$ cat src/crc_pkg.sv
/*
  constants, offsets, field positions and carrier types of the crc block.
  assumes a 32-bit ahb-lite slave decoding the low eight address bits.
*/
package crc_pkg;
  localparam int        ADDR_W          = 8;
  localparam int        FIFO_DEPTH      = 4;
  localparam int        WORD_W          = 32;

  localparam logic [7:0] OFS_CTRL_ONE   = 8'h00;
  localparam logic [7:0] OFS_MASK_LOW   = 8'h04;
  localparam logic [7:0] OFS_MASK_HIGH  = 8'h08;
  localparam logic [7:0] OFS_CTRL_TWO   = 8'h0c;
  localparam logic [7:0] OFS_DATA_IN    = 8'h10;
  localparam logic [7:0] OFS_RESULT     = 8'h14;
  localparam logic [7:0] OFS_IRQ_STATUS = 8'h18;
  localparam logic [7:0] OFS_IRQ_MASK   = 8'h1c;

  localparam int        WW_LSB          = 8;
  localparam int        WW_MSB          = 12;
  localparam int        PL_LSB          = 0;
  localparam int        PL_MSB          = 4;
  localparam int        ISEL_BIT        = 0;
  localparam int        ORDER_BIT       = 3;
  localparam int        RUN_BIT         = 4;
  localparam int        EMPTY_BIT       = 6;
  localparam int        FULL_BIT        = 7;
  localparam int        ST_CRC_BIT      = 0;
  localparam int        ST_OVF_BIT      = 1;

  localparam logic [15:0] CTRL_ONE_MASK  = 16'h1f1f;
  localparam logic [15:0] MASK_LOW_MASK  = 16'hfffe;
  localparam logic [15:0] MASK_HIGH_MASK = 16'hffff;
  localparam logic [15:0] REG_RESET      = 16'h0000;
  localparam logic [1:0]  IRQ_RESET      = 2'h0;

  typedef struct packed {
    logic [4:0]  word_width_minus_one;
    logic [4:0]  poly_length_minus_one;
    logic [31:0] poly_mask;
    logic        shift_order_select;
  } crc_cfg_s;
endpackage

$ cat src/crc_config.sv
/*
  programmable crc unit: ahb-lite register slave, polynomial and width
  configuration, input queue, serial shifter and interrupt.
  assumes a single ahb-lite master whose hready is this slave's hreadyout.
*/

module crc_config (
  input  wire logic        hclk,
  input  wire logic        hresetn,
  input  wire logic        hsel,
  input  wire logic [31:0] haddr,
  input  wire logic [1:0]  htrans,
  input  wire logic        hwrite,
  input  wire logic [2:0]  hsize,
  input  wire logic [31:0] hwdata,
  input  wire logic        hready,
  output      logic        hreadyout,
  output      logic        hresp,
  output      logic [31:0] hrdata,
  output      logic        irq
);
  typedef struct packed {
    logic [15:0] ctrl_one;
    logic [15:0] mask_low;
    logic [15:0] mask_high;
    logic        shift_order_select;
    logic        shifter_run;
    logic        irq_source_select;
    logic [1:0]  irq_status;
    logic [1:0]  irq_mask;
    logic        empty_q;
    logic [7:0]  addr;
    logic        pend_write;
    logic        pend_read;
    logic        hreadyout;
    logic        hresp;
    logic [31:0] hrdata;
    logic        irq;
  } regs_s;

  regs_s             st;
  regs_s             next_st;
  crc_pkg::crc_cfg_s cfg;
  logic [31:0]       rd_value;
  logic              push;
  logic              preload;
  logic              clear_status;
  logic              crc_event;
  logic              ovf_event;
  logic              addr_phase;
  logic              fifo_in_ready;
  logic              fifo_out_valid;
  logic [31:0]       fifo_out_data;
  logic              fifo_empty;
  logic              word_pop;
  logic [31:0]       crc_result_word;
  logic              shift_busy;
  logic              shift_done;

  assign addr_phase = hsel && hready && htrans[1];

  assign cfg.word_width_minus_one  = st.ctrl_one[crc_pkg::WW_MSB:crc_pkg::WW_LSB];
  assign cfg.poly_length_minus_one = st.ctrl_one[crc_pkg::PL_MSB:crc_pkg::PL_LSB];
  assign cfg.poly_mask             = {st.mask_high, st.mask_low[15:1], 1'b0};
  assign cfg.shift_order_select    = st.shift_order_select;

  // writes to a full queue are dropped and flagged, the write never stalls the bus
  word_queue #(
    .WIDTH (crc_pkg::WORD_W),
    .DEPTH (crc_pkg::FIFO_DEPTH)
  ) u_queue (
    .clk       (hclk),
    .rst_n     (hresetn),
    .in_valid  (push),
    .in_ready  (fifo_in_ready),
    .in_data   (hwdata),
    .out_valid (fifo_out_valid),
    .out_ready (word_pop),
    .out_data  (fifo_out_data),
    .empty     (fifo_empty)
  );

  crc_shifter u_shifter (
    .clk           (hclk),
    .rst_n         (hresetn),
    .cfg           (cfg),
    .run           (st.shifter_run),
    .word_valid    (fifo_out_valid),
    .word          (fifo_out_data),
    .word_pop      (word_pop),
    .preload       (preload),
    .preload_value (hwdata),
    .crc           (crc_result_word),
    .busy          (shift_busy),
    .done          (shift_done)
  );

  always_comb begin
    next_st      = st;
    rd_value     = 32'h0000_0000;
    push         = 1'b0;
    preload      = 1'b0;
    clear_status = 1'b0;
    ovf_event    = 1'b0;
    next_st.empty_q = fifo_empty;
    crc_event = st.irq_source_select ? (fifo_empty && !st.empty_q) : shift_done;
    // write data phase: hwdata stands in this cycle
    if (st.pend_write) begin
      next_st.pend_write = 1'b0;
      case (st.addr)
        crc_pkg::OFS_CTRL_ONE: begin
          next_st.ctrl_one = hwdata[15:0] & crc_pkg::CTRL_ONE_MASK;
        end
        crc_pkg::OFS_MASK_LOW: begin
          next_st.mask_low = hwdata[15:0] & crc_pkg::MASK_LOW_MASK;
        end
        crc_pkg::OFS_MASK_HIGH: begin
          next_st.mask_high = hwdata[15:0] & crc_pkg::MASK_HIGH_MASK;
        end
        crc_pkg::OFS_CTRL_TWO: begin
          next_st.shift_order_select = hwdata[crc_pkg::ORDER_BIT];
          next_st.shifter_run        = hwdata[crc_pkg::RUN_BIT];
          next_st.irq_source_select  = hwdata[crc_pkg::ISEL_BIT];
        end
        crc_pkg::OFS_DATA_IN: begin
          push      = 1'b1;
          ovf_event = !fifo_in_ready;
        end
        crc_pkg::OFS_RESULT: begin
          preload = 1'b1;
        end
        crc_pkg::OFS_IRQ_MASK: begin
          next_st.irq_mask = hwdata[1:0];
        end
        default: begin
        end
      endcase
    end
    // read takes one wait state so a preceding write is always visible
    if (st.pend_read) begin
      case (st.addr)
        crc_pkg::OFS_CTRL_ONE: begin
          rd_value[15:0] = st.ctrl_one;
        end
        crc_pkg::OFS_MASK_LOW: begin
          rd_value[15:0] = st.mask_low;
        end
        crc_pkg::OFS_MASK_HIGH: begin
          rd_value[15:0] = st.mask_high;
        end
        crc_pkg::OFS_CTRL_TWO: begin
          rd_value[crc_pkg::FULL_BIT]  = !fifo_in_ready;
          rd_value[crc_pkg::EMPTY_BIT] = fifo_empty;
          rd_value[crc_pkg::RUN_BIT]   = st.shifter_run;
          rd_value[crc_pkg::ORDER_BIT] = st.shift_order_select;
          rd_value[crc_pkg::ISEL_BIT]  = st.irq_source_select;
        end
        crc_pkg::OFS_RESULT: begin
          rd_value = crc_result_word;
        end
        crc_pkg::OFS_IRQ_STATUS: begin
          rd_value[1:0] = st.irq_status;
          clear_status  = 1'b1;
        end
        crc_pkg::OFS_IRQ_MASK: begin
          rd_value[1:0] = st.irq_mask;
        end
        default: begin
        end
      endcase
      next_st.hrdata    = rd_value;
      next_st.hreadyout = 1'b1;
      next_st.pend_read = 1'b0;
    end
    if (addr_phase) begin
      next_st.addr = haddr[crc_pkg::ADDR_W-1:0];
      if (hwrite) begin
        next_st.pend_write = 1'b1;
      end else begin
        next_st.pend_read = 1'b1;
        next_st.hreadyout = 1'b0;
      end
    end
    // an event in the clearing cycle survives the read
    next_st.irq_status = (clear_status ? crc_pkg::IRQ_RESET : st.irq_status) |
                         {ovf_event, crc_event};
    next_st.irq        = |(next_st.irq_status & next_st.irq_mask);
    next_st.hresp      = 1'b0;
  end

  always_ff @(posedge hclk or negedge hresetn) begin
    if (!hresetn) begin
      st           <= '0;
      st.ctrl_one  <= crc_pkg::REG_RESET;
      st.mask_low  <= crc_pkg::REG_RESET;
      st.mask_high <= crc_pkg::REG_RESET;
      st.hreadyout <= 1'b1;
      st.empty_q   <= 1'b1; // idle queue is empty, so no false edge at release
    end else begin
      st <= next_st;
    end
  end

  assign hreadyout = st.hreadyout;
  assign hresp     = st.hresp;
  assign hrdata    = st.hrdata;
  assign irq       = st.irq;
endmodule

$ cat src/crc_shifter.sv
/*
  serial crc shifter: one data bit per clock through a masked lfsr.
  assumes configuration is held steady while a word is shifting.
*/
module crc_shifter (
  input  wire logic              clk,
  input  wire logic              rst_n,
  input  wire crc_pkg::crc_cfg_s cfg,
  input  wire logic              run,
  input  wire logic              word_valid,
  input  wire logic [31:0]       word,
  output      logic              word_pop,
  input  wire logic              preload,
  input  wire logic [31:0]       preload_value,
  output      logic [31:0]       crc,
  output      logic              busy,
  output      logic              done
);
  typedef struct packed {
    logic [31:0] crc;
    logic [31:0] word;
    logic [4:0]  idx;
    logic [5:0]  left;
    logic        busy;
  } shift_s;

  shift_s      st;
  shift_s      next_st;
  logic        data_bit;
  logic        fb;
  logic [31:0] stage_next;
  logic        finishing;

  assign data_bit = st.word[st.idx];
  assign fb       = data_bit ^ st.crc[cfg.poly_length_minus_one];
  assign crc      = st.crc;
  assign busy     = st.busy;

  // stage zero is the constant term, always fed back
  assign stage_next[0] = fb;
  for (genvar k = 1; k < 32; k++) begin : g_stage
    assign stage_next[k] = (5'(k) > cfg.poly_length_minus_one) ? 1'b0 :
                           st.crc[k-1] ^ (fb & cfg.poly_mask[k]);
  end

  always_comb begin
    next_st   = st;
    word_pop  = 1'b0;
    done      = 1'b0;
    finishing = st.busy && (st.left == 6'h01);
    if (preload) begin
      next_st.crc = preload_value;
    end else if (st.busy) begin
      next_st.crc  = stage_next;
      next_st.left = st.left - 6'h01;
      next_st.idx  = cfg.shift_order_select ? st.idx + 5'h01 : st.idx - 5'h01;
      if (finishing) begin
        next_st.busy = 1'b0;
        done         = !word_valid;
      end
    end
    // next word starts the cycle after the last bit, no bubble
    if ((!st.busy || finishing) && run && word_valid) begin
      word_pop     = 1'b1;
      next_st.word = word;
      next_st.idx  = cfg.shift_order_select ? 5'h00 : cfg.word_width_minus_one;
      next_st.left = {1'b0, cfg.word_width_minus_one} + 6'h01;
      next_st.busy = 1'b1;
    end
    if (!run) begin
      next_st.busy = 1'b0;
    end
  end

  always_ff @(posedge clk or negedge rst_n) begin
    if (!rst_n) begin
      st <= '0;
    end else begin
      st <= next_st;
    end
  end
endmodule

$ cat src/word_queue.sv
/*
  small input word queue feeding the crc shifter.
  assumes one clock; push and pop are single-cycle handshakes.
*/
module word_queue #(
  parameter int WIDTH = 32,
  parameter int DEPTH = 4
) (
  input  wire logic             clk,
  input  wire logic             rst_n,
  input  wire logic             in_valid,
  output      logic             in_ready,
  input  wire logic [WIDTH-1:0] in_data,
  output      logic             out_valid,
  input  wire logic             out_ready,
  output      logic [WIDTH-1:0] out_data,
  output      logic             empty
);
  localparam int PTR_W = (DEPTH > 1) ? $clog2(DEPTH) : 1;
  localparam int CNT_W = $clog2(DEPTH + 1);
  localparam logic [CNT_W-1:0] FULL_COUNT = CNT_W'(DEPTH);
  localparam logic [PTR_W-1:0] LAST_PTR   = PTR_W'(DEPTH - 1);

  typedef struct packed {
    logic [DEPTH-1:0][WIDTH-1:0] mem;
    logic [PTR_W-1:0]            wr;
    logic [PTR_W-1:0]            rd;
    logic [CNT_W-1:0]            count;
  } queue_s;

  queue_s st;
  queue_s next_st;
  logic   do_push;
  logic   do_pop;

  assign in_ready  = (st.count != FULL_COUNT);
  assign out_valid = (st.count != '0);
  assign empty     = (st.count == '0);
  assign out_data  = st.mem[st.rd];

  always_comb begin
    next_st = st;
    do_push = in_valid && in_ready;
    do_pop  = out_valid && out_ready;
    if (do_push) begin
      next_st.mem[st.wr] = in_data;
      next_st.wr         = (st.wr == LAST_PTR) ? '0 : st.wr + 1'b1;
    end
    if (do_pop) begin
      next_st.rd = (st.rd == LAST_PTR) ? '0 : st.rd + 1'b1;
    end
    if (do_push && !do_pop) begin
      next_st.count = st.count + 1'b1;
    end else if (do_pop && !do_push) begin
      next_st.count = st.count - 1'b1;
    end
  end

  always_ff @(posedge clk or negedge rst_n) begin
    if (!rst_n) begin
      st <= '0;
    end else begin
      st <= next_st;
    end
  end
endmodule
$ cat config.mk
export PLATFORM = sky130hd
export DESIGN_NAME = crc_config
export DESIGN_NICKNAME = d
export VERILOG_FILES = /design/src/crc_pkg.sv /design/src/crc_config.sv /design/src/crc_shifter.sv /design/src/word_queue.sv
export SDC_FILE = /design/constraint.sdc
export NUM_CORES = 1
export LEC_CHECK = 0
export BUFFER_PORTS_ARGS = -buffer_cell sky130_fd_sc_hd__buf_2
export CORE_MARGIN = 5
export CORE_UTILIZATION = 53
export CTS_BUF_LIST = sky130_fd_sc_hd__clkbuf_4 sky130_fd_sc_hd__clkbuf_8
export CTS_CLUSTER_SIZE = 8
export DETAILED_ROUTE_END_ITERATION = 10
export GPL_TIMING_DRIVEN = 0
export PLACE_DENSITY = 0.72
export SYNTH_ARGS = -nofsm -noshare
export SYNTH_HDL_FRONTEND = slang
export SYNTH_SLANG_ARGS = --single-unit
$ cat constraint.sdc
create_clock -name hclk -period 3.05 [get_ports hclk]
set_input_delay 0.305 -clock hclk [delete_from_list [all_inputs] [get_ports hclk]]
set_output_delay 0.305 -clock hclk [all_outputs]
set_load 0.05 [all_outputs]
==> run metrics, run 1 <==
Worst Path Required=approximately 3.5 ns; P_sw=around 0.0047 W; min-delay worst type=input port to flop; final std cells w/o fill=~1800; final WL=40.6 mm; DR top layer=met4; largest family of logic cells by synthesized area=multiplexers; # nets final=~1500; area post-placement=between 15000 and 20000 sq um; worst setup margin=0.0737 ns; Max IR drop VDD=between 0.0004 and 0.0005 V; Ports=109; Clock Tree Root=clkbuf_8; max-cap viol count=0; sequential element share of the synthesized area=50.7%; post-route cell area=~17000 sq um; mux cell area share after synthesis=approximately 25%; cell depth of the worst flop-to-flop path=10; Storage cell area=7610 sq um; Tmin final=a little under 3 ns; CTS Sinks=304; #FFs+latches synth=304; adder-cell area share of the yosys netlist=approximately 1.3%; top post-synthesis cells by count=dfrtp_1, mux2_2, nand2_1; initial antenna violation count=1; Setup CP Type=flop to flop; Detail Placement HPWL=between 20 and 30 mm; Clk Latency, worst-skew pair=0.58 ns; Core Rows=61; core area=27900 sq um; global-route wire length before repair=between 60 and 70 mm; Sequential Power Share=~39%; area leader, netlist=dfrtp_1; DRT Pass-1 Iters=5; Netlist cell types=54; Mean Syn Cell Area=around 12 sq um; placed cell count=between 1500 and 2000; cts bufs inserted=between 50 and 60; xor/xnor share of the synthesized area=approximately 1.0%; Hold Path Origin=hwdata[27]; Sum Neg Setup Slack=0 ns; Net Sw Frac=~34%; Reg2Reg Setup Slack=0.07 ns; Data arrival, critical path=~3.4 ns; post-synthesis simple-gate area fraction=9.24%; Multi-input gate area=between 6000 and 7000 sq um; wire per inst=approximately 23 um; Worst Hold Endpoint=u_queue.st[98]; Max-slew headroom=a little under two fifths; synth top area cells=dfrtp_1, mux2_2, mux4_2; fin. max-slew vios=0; clock group share of total power=about 28%; Worst-Margin Slew=about 0.94 ns; CP Max Fanout=10; met2 wire length=19.1 mm; power per cell area=~800 nW/um^2; detailed-route via count=approximately 11000; compound-gate portion of the synthesized area=8.20%; Synth top area share=50.3%; leakage=between 7 and 8 nW; Post-synth EDFFs=0; CP Capture Type=flop; Iteration-0 DRC Markers=about 840; syn_nets=~1300; ys flop type=dfrtp_1; DRC viols=0; synth-to-layout area growth=15.2%; startpoint types=flop; die area=around 32000 sq um; hold path depth=2; yosys warns=0; synthesized cell area=approximately 15000 sq um; Tcrit/Tclk final=between 90% and 100%; FILL cells=2226; Port Buffers=between 70 and 80; worst reg2reg startpoint=u_shifter.st[8]; Metal-1 WL=about 17 mm; Initial Utilization=53.9%; most numerous cell in the Yosys netlist=dfrtp_1; Worst Clk Skew=between 0.015 and 0.02 ns; Fin. Hold Viols=0; reg2reg end=u_shifter.crc[21]; grt total ovfl=0; CTS clk-pin slew, worst paths=roughly 0.06 ns; Die Ht=178 um; CTS tree=done; RePlAce Congestion=0.987; Peak Freq=336 MHz; vias in the first global route=roughly 11000; result of the run=completed; asr flop ratio synth=100%; H-tree levels=2; Via density=about 6.0; Logic pwr share=33.1%; layout cell share with drive strength beyond 1=roughly 36%; Final setup viols=0; die width=178 um; routed wl met3=2.63 mm; Cells after Synth=1238; CTS Buffer Depth=3; All-Layer GR Usage=26.0%; Pint=about 0.0092 W; largest net degree at the start of global routing=125; antenna-violating nets left=0; Setup WS pre-CTS=-0.623 ns
==> kinds of logic after synthesis <==
family                   after synthesis
XOR/XNOR                              17
AO/OA/AOI/OAI                        192
adder cells (fa/ha/maj)               14
buffers and inverters                149
other                                  1
flip-flops                           304
multiplexers                         287
AND/OR/NAND/NOR                      274
==> metal layers <==
metal / up-vias / track usage [%]
met1: 5514 / 34.4
met5: - / 0
met2: 418 / 41.7
li1: 4778 / -
met3: 124 / 4.87
met4: 0 / 12.4
==> cells in the final DEF (no fill, tap or decap), drive strengths merged, types with 11 or more instances in the layout <==
cell	netlist	final
dfrtp	302	302
nand2	79	79
a222oi	14	14
nand3b	22	22
a21oi	46	46
clkbuf	49	134
nand3	45	45
inv	39	40
o22ai	12	12
nor2	65	65
a21o	25	25
ha	12	12
a31oi	14	14
nor3	13	13
mux4	45	45
dlygate4sd3	0	11
buf	61	144
o21ai	48	48
mux2	236	236
==> critical path, stage by stage (launching register included) <==
cell,delay [ns]
dfrtp_1,0.39
buf_6,0.18
mux4_2,0.52
mux2i_2,0.25
nor3b_2,0.10
nor4_4,0.44
xor2_4,0.33
buf_6,0.21
buf_4,0.21
a21o_1,0.13
nand3_1,0.07
==> state kept, by name, summed over array words and instances (netlist names) <==
register        count
hreadyout           1
u_shifter.crc      32
u_shifter.busy      1
u_shifter.st       43
irq                 1
cfg                42
st                 17
u_queue.st        135
hrdata             32
==> power by group through the flow <==
stage               clock network, W  logic, W  registers [W]
floorplan                          0   0.00315        0.00523
global placement                   0   0.00411        0.00546
detailed placement                 0   0.00423        0.00549
CTS                          0.00391   0.00433        0.00543
global route                 0.00410   0.00496        0.00553
finish                       0.00383   0.00460        0.00546
==> layout make-up <==
cell class / count / share of cell area (%)
antenna: 1 / 0.0145
inverter: 39 / 0.846
tap: 378 / 2.73
multi-input combinational: 785 / 39.1
clock inverter: 7 / 0.318
clock buffer: 83 / 6.06
timing repair buffer: 97 / 3.53
sequential: 304 / 44.0
buffer: 109 / 3.40
==> timing repair <==
item                                    4_1_cts  5_1_grt
hold endpoints to repair                     70        0
cloned                                        0        2
endpoints found under the setup margin      177      120
setup buffers                                 3        2
hold buffers                                 11        0
resized for setup                             6       20
pin swaps                                     2        2
==> metrics by stage <==
step                utilization (%)  hold WS [ns]  total power (W)
floorplan                         -       0.00941          0.00838
global placement               57.0         0.481          0.00958
detailed placement             57.2         0.287          0.00971
CTS                            61.7       0.00297           0.0137
global route                   62.1        0.0182           0.0146
finish                         62.1        0.0366           0.0139
==> how the worst max path moves through the flow <==
stage,start,endpoint,slack (ns),cells past startpoint
final,u_shifter.st[8],u_shifter.crc[21],0.07,10
after global routing,u_shifter.st[8],u_shifter.crc[27],-0.07,9
after CTS,u_shifter.st[8],u_shifter.crc[21],0.03,10
after detailed placement,u_queue.st[0],u_queue.st[2],-0.62,10
after global placement,hresetn,u_queue.st[112],-4.02,1
after floorplan,u_queue.st[0],u_queue.st[2],0.41,10
No activity file was read; power rests on OpenSTA's default activity.
==> run 2: changes to the inputs <==
==> constraint.sdc (replaced) <==
create_clock -name hclk -period 3.05 [get_ports hclk]
set_input_delay 0.61 -clock hclk [delete_from_list [all_inputs] [get_ports hclk]]
set_output_delay 0.61 -clock hclk [all_outputs]
set_load 0.05 [all_outputs]
==> run 2 against run 1 <==
  * Sequential share of layout area rose by 0.20 points
  * Hold slack improved by 0.17 ns
  * Final cell count fell by 0.44%
  * Register-to-register slack improved by 0.04 ns
  * Highest routed layer unchanged
  * Power rose by 0.21%
  * Flip-flop and latch count did not move
  * Largest power group unchanged
  * Sequential power barely moved
  * Design area fell by 0.45%
==> run metrics, run 2 (synthesis results as in run 1) <==
result of the run=completed; die width=roughly 180 um; Clk Latency, worst-skew pair=between 0.5 and 0.6 ns; Final setup viols=0; die area=~32000 sq um; Clock Tree Root=clkbuf_8; antenna-violating nets left=0; grt total ovfl=0; Detail Placement HPWL=28.7 mm; Initial Utilization=a little over half; worst reg2reg startpoint=u_shifter.st[8]; Fin. Hold Viols=0; initial antenna violation count=1; Setup CP Type=flop to flop; CTS Buffer Depth=3; CTS Sinks=about 300; max-cap viol count=0; most common library cell in the layout ignoring fill and taps=dfrtp_1; FILL cells=approximately 2200; Port Buffers=slightly below 80; # nets final=approximately 1500; H-tree levels=2; Iteration-0 DRC Markers=slightly above 900; largest net degree at the start of global routing=approximately 130; CTS clk-pin slew, worst paths=about 0.060 ns; Crit. Startpoint=u_shifter.st[8]; CP Capture Type=flop; vias in the first global route=between 10000 and 15000; Tot Pwr=between 0.01 and 0.015 W; Via density=5.98; layout cell share with drive strength beyond 1=approximately 37%; Core Rows=between 60 and 70; Storage cell area=approximately 7600 sq um; Largest register FFs=135; min-delay worst type=input port to flop; most flop-heavy register=u_queue.st; RePlAce Congestion=0.987; power per cell area=slightly above 800 nW/um^2; wire per inst=roughly 23 um; Tcrit/Tclk final=~96%; core area=27900 sq um; Peak Freq=340 MHz; Ports=approximately 110; Max-slew headroom=between 30% and 40%; placed cell count=approximately 1700; Max IR drop VDD=between 0.0004 and 0.0005 V; All-Layer GR Usage=around 26%; Tmin final=approximately 2.9 ns; DRT Pass-1 Iters=5; CTS tree=done; CP Max Fanout=10; final WL=approximately 41 mm; Multi-input gate area=between 6000 and 7000 sq um; detailed-route via count=~11000; Sum Neg Setup Slack=0 ns; Worst Clk Skew=around 0.014 ns; global-route wire length before repair=about 64 mm; Worst-Margin Slew=around 1 ns; DRC viols=0; fin. max-slew vios=0; final std cells w/o fill=between 1500 and 2000; Data arrival, critical path=3.39 ns; commonest non-fill, non-tap cells in the layout=dfrtp_1, mux2_2, nand2_1, buf_2, clkbuf_8; startpoint types=flop; leakage=about 7.6 nW; Hold Path Origin=hwrite; Die Ht=178 um; cts bufs inserted=between 50 and 60; synth-to-layout area growth=14.7%; Worst Path Required=3.50 ns
run 2: repair_timing:
action                                  4_1_cts  5_1_grt
pin swaps                                     2        2
endpoints found under the hold margin        58        0
endpoints found under the setup margin      177      120
setup buffers                                 3        4
resized for setup                             6       20
cloned                                        0        2
hold buffers                                  1        0
run 2: final timing paths:
kind,end,slack (ns),cells past startpoint
max in group asynchronous,u_queue.st[49],1.47,3
setup / recovery,u_shifter.crc[21],0.11,10
hold / removal,st[35],0.20,2
hold reg to reg,u_queue.st[104],0.50,1
min in group asynchronous,hrdata[24],0.56,2
setup reg to reg,u_shifter.crc[21],0.11,10
run 2: area by class of cell:
class | count | share of cell area (%)
timing repair buffer | 89 | 3.12
clock buffer | 83 | 6.09
sequential | 304 | 44.2
antenna | 1 | 0.0145
tap | 378 | 2.75
buffer | 109 | 3.41
clock inverter | 7 | 0.320
multi-input combinational | 785 | 39.3
inverter | 39 | 0.850
run 2: through the flow:
stage | hold slack, ns | worst slack [ns] | area (sq um) | utilization [%]
2_1_floorplan | 0.314 | 0.408 | 15000 | -
3_3_place_gp | 0.481 | -4.33 | 15900 | 57.0
4_1_cts | 0.185 | 0.0305 | 17100 | 61.4
3_5_place_dp | 0.487 | -0.623 | 15900 | 57.2
5_1_grt | 0.187 | -0.0323 | 17200 | 61.8
6_report | 0.203 | 0.112 | 17200 | 61.8
run 2: power by group:
group	switching, W	internal (W)
Clock	0.00166	0.00217
Sequential	0.000716	0.00475
Combinational	0.00235	0.00228
run 2: worst max-delay path: stages, from the launching register on:
cell	delay, ns
dfrtp_1	0.39
buf_6	0.15
mux4_2	0.51
mux2i_2	0.23
nor3b_1	0.12
nor4_4	0.45
xor2_4	0.34
buf_6	0.20
buf_4	0.21
a21o_1	0.13
nand3_1	0.07
run 2: metal layers:
layer / up-vias / global-route usage, % / share of wire, %
li1: 4759 / - / -
met1: 5454 / 34.4 / 41
met2: 420 / 41.5 / 47
met3: 110 / 4.90 / 6.8
met4: 0 / 12.2 / 4.9
met5: - / 0 / 0
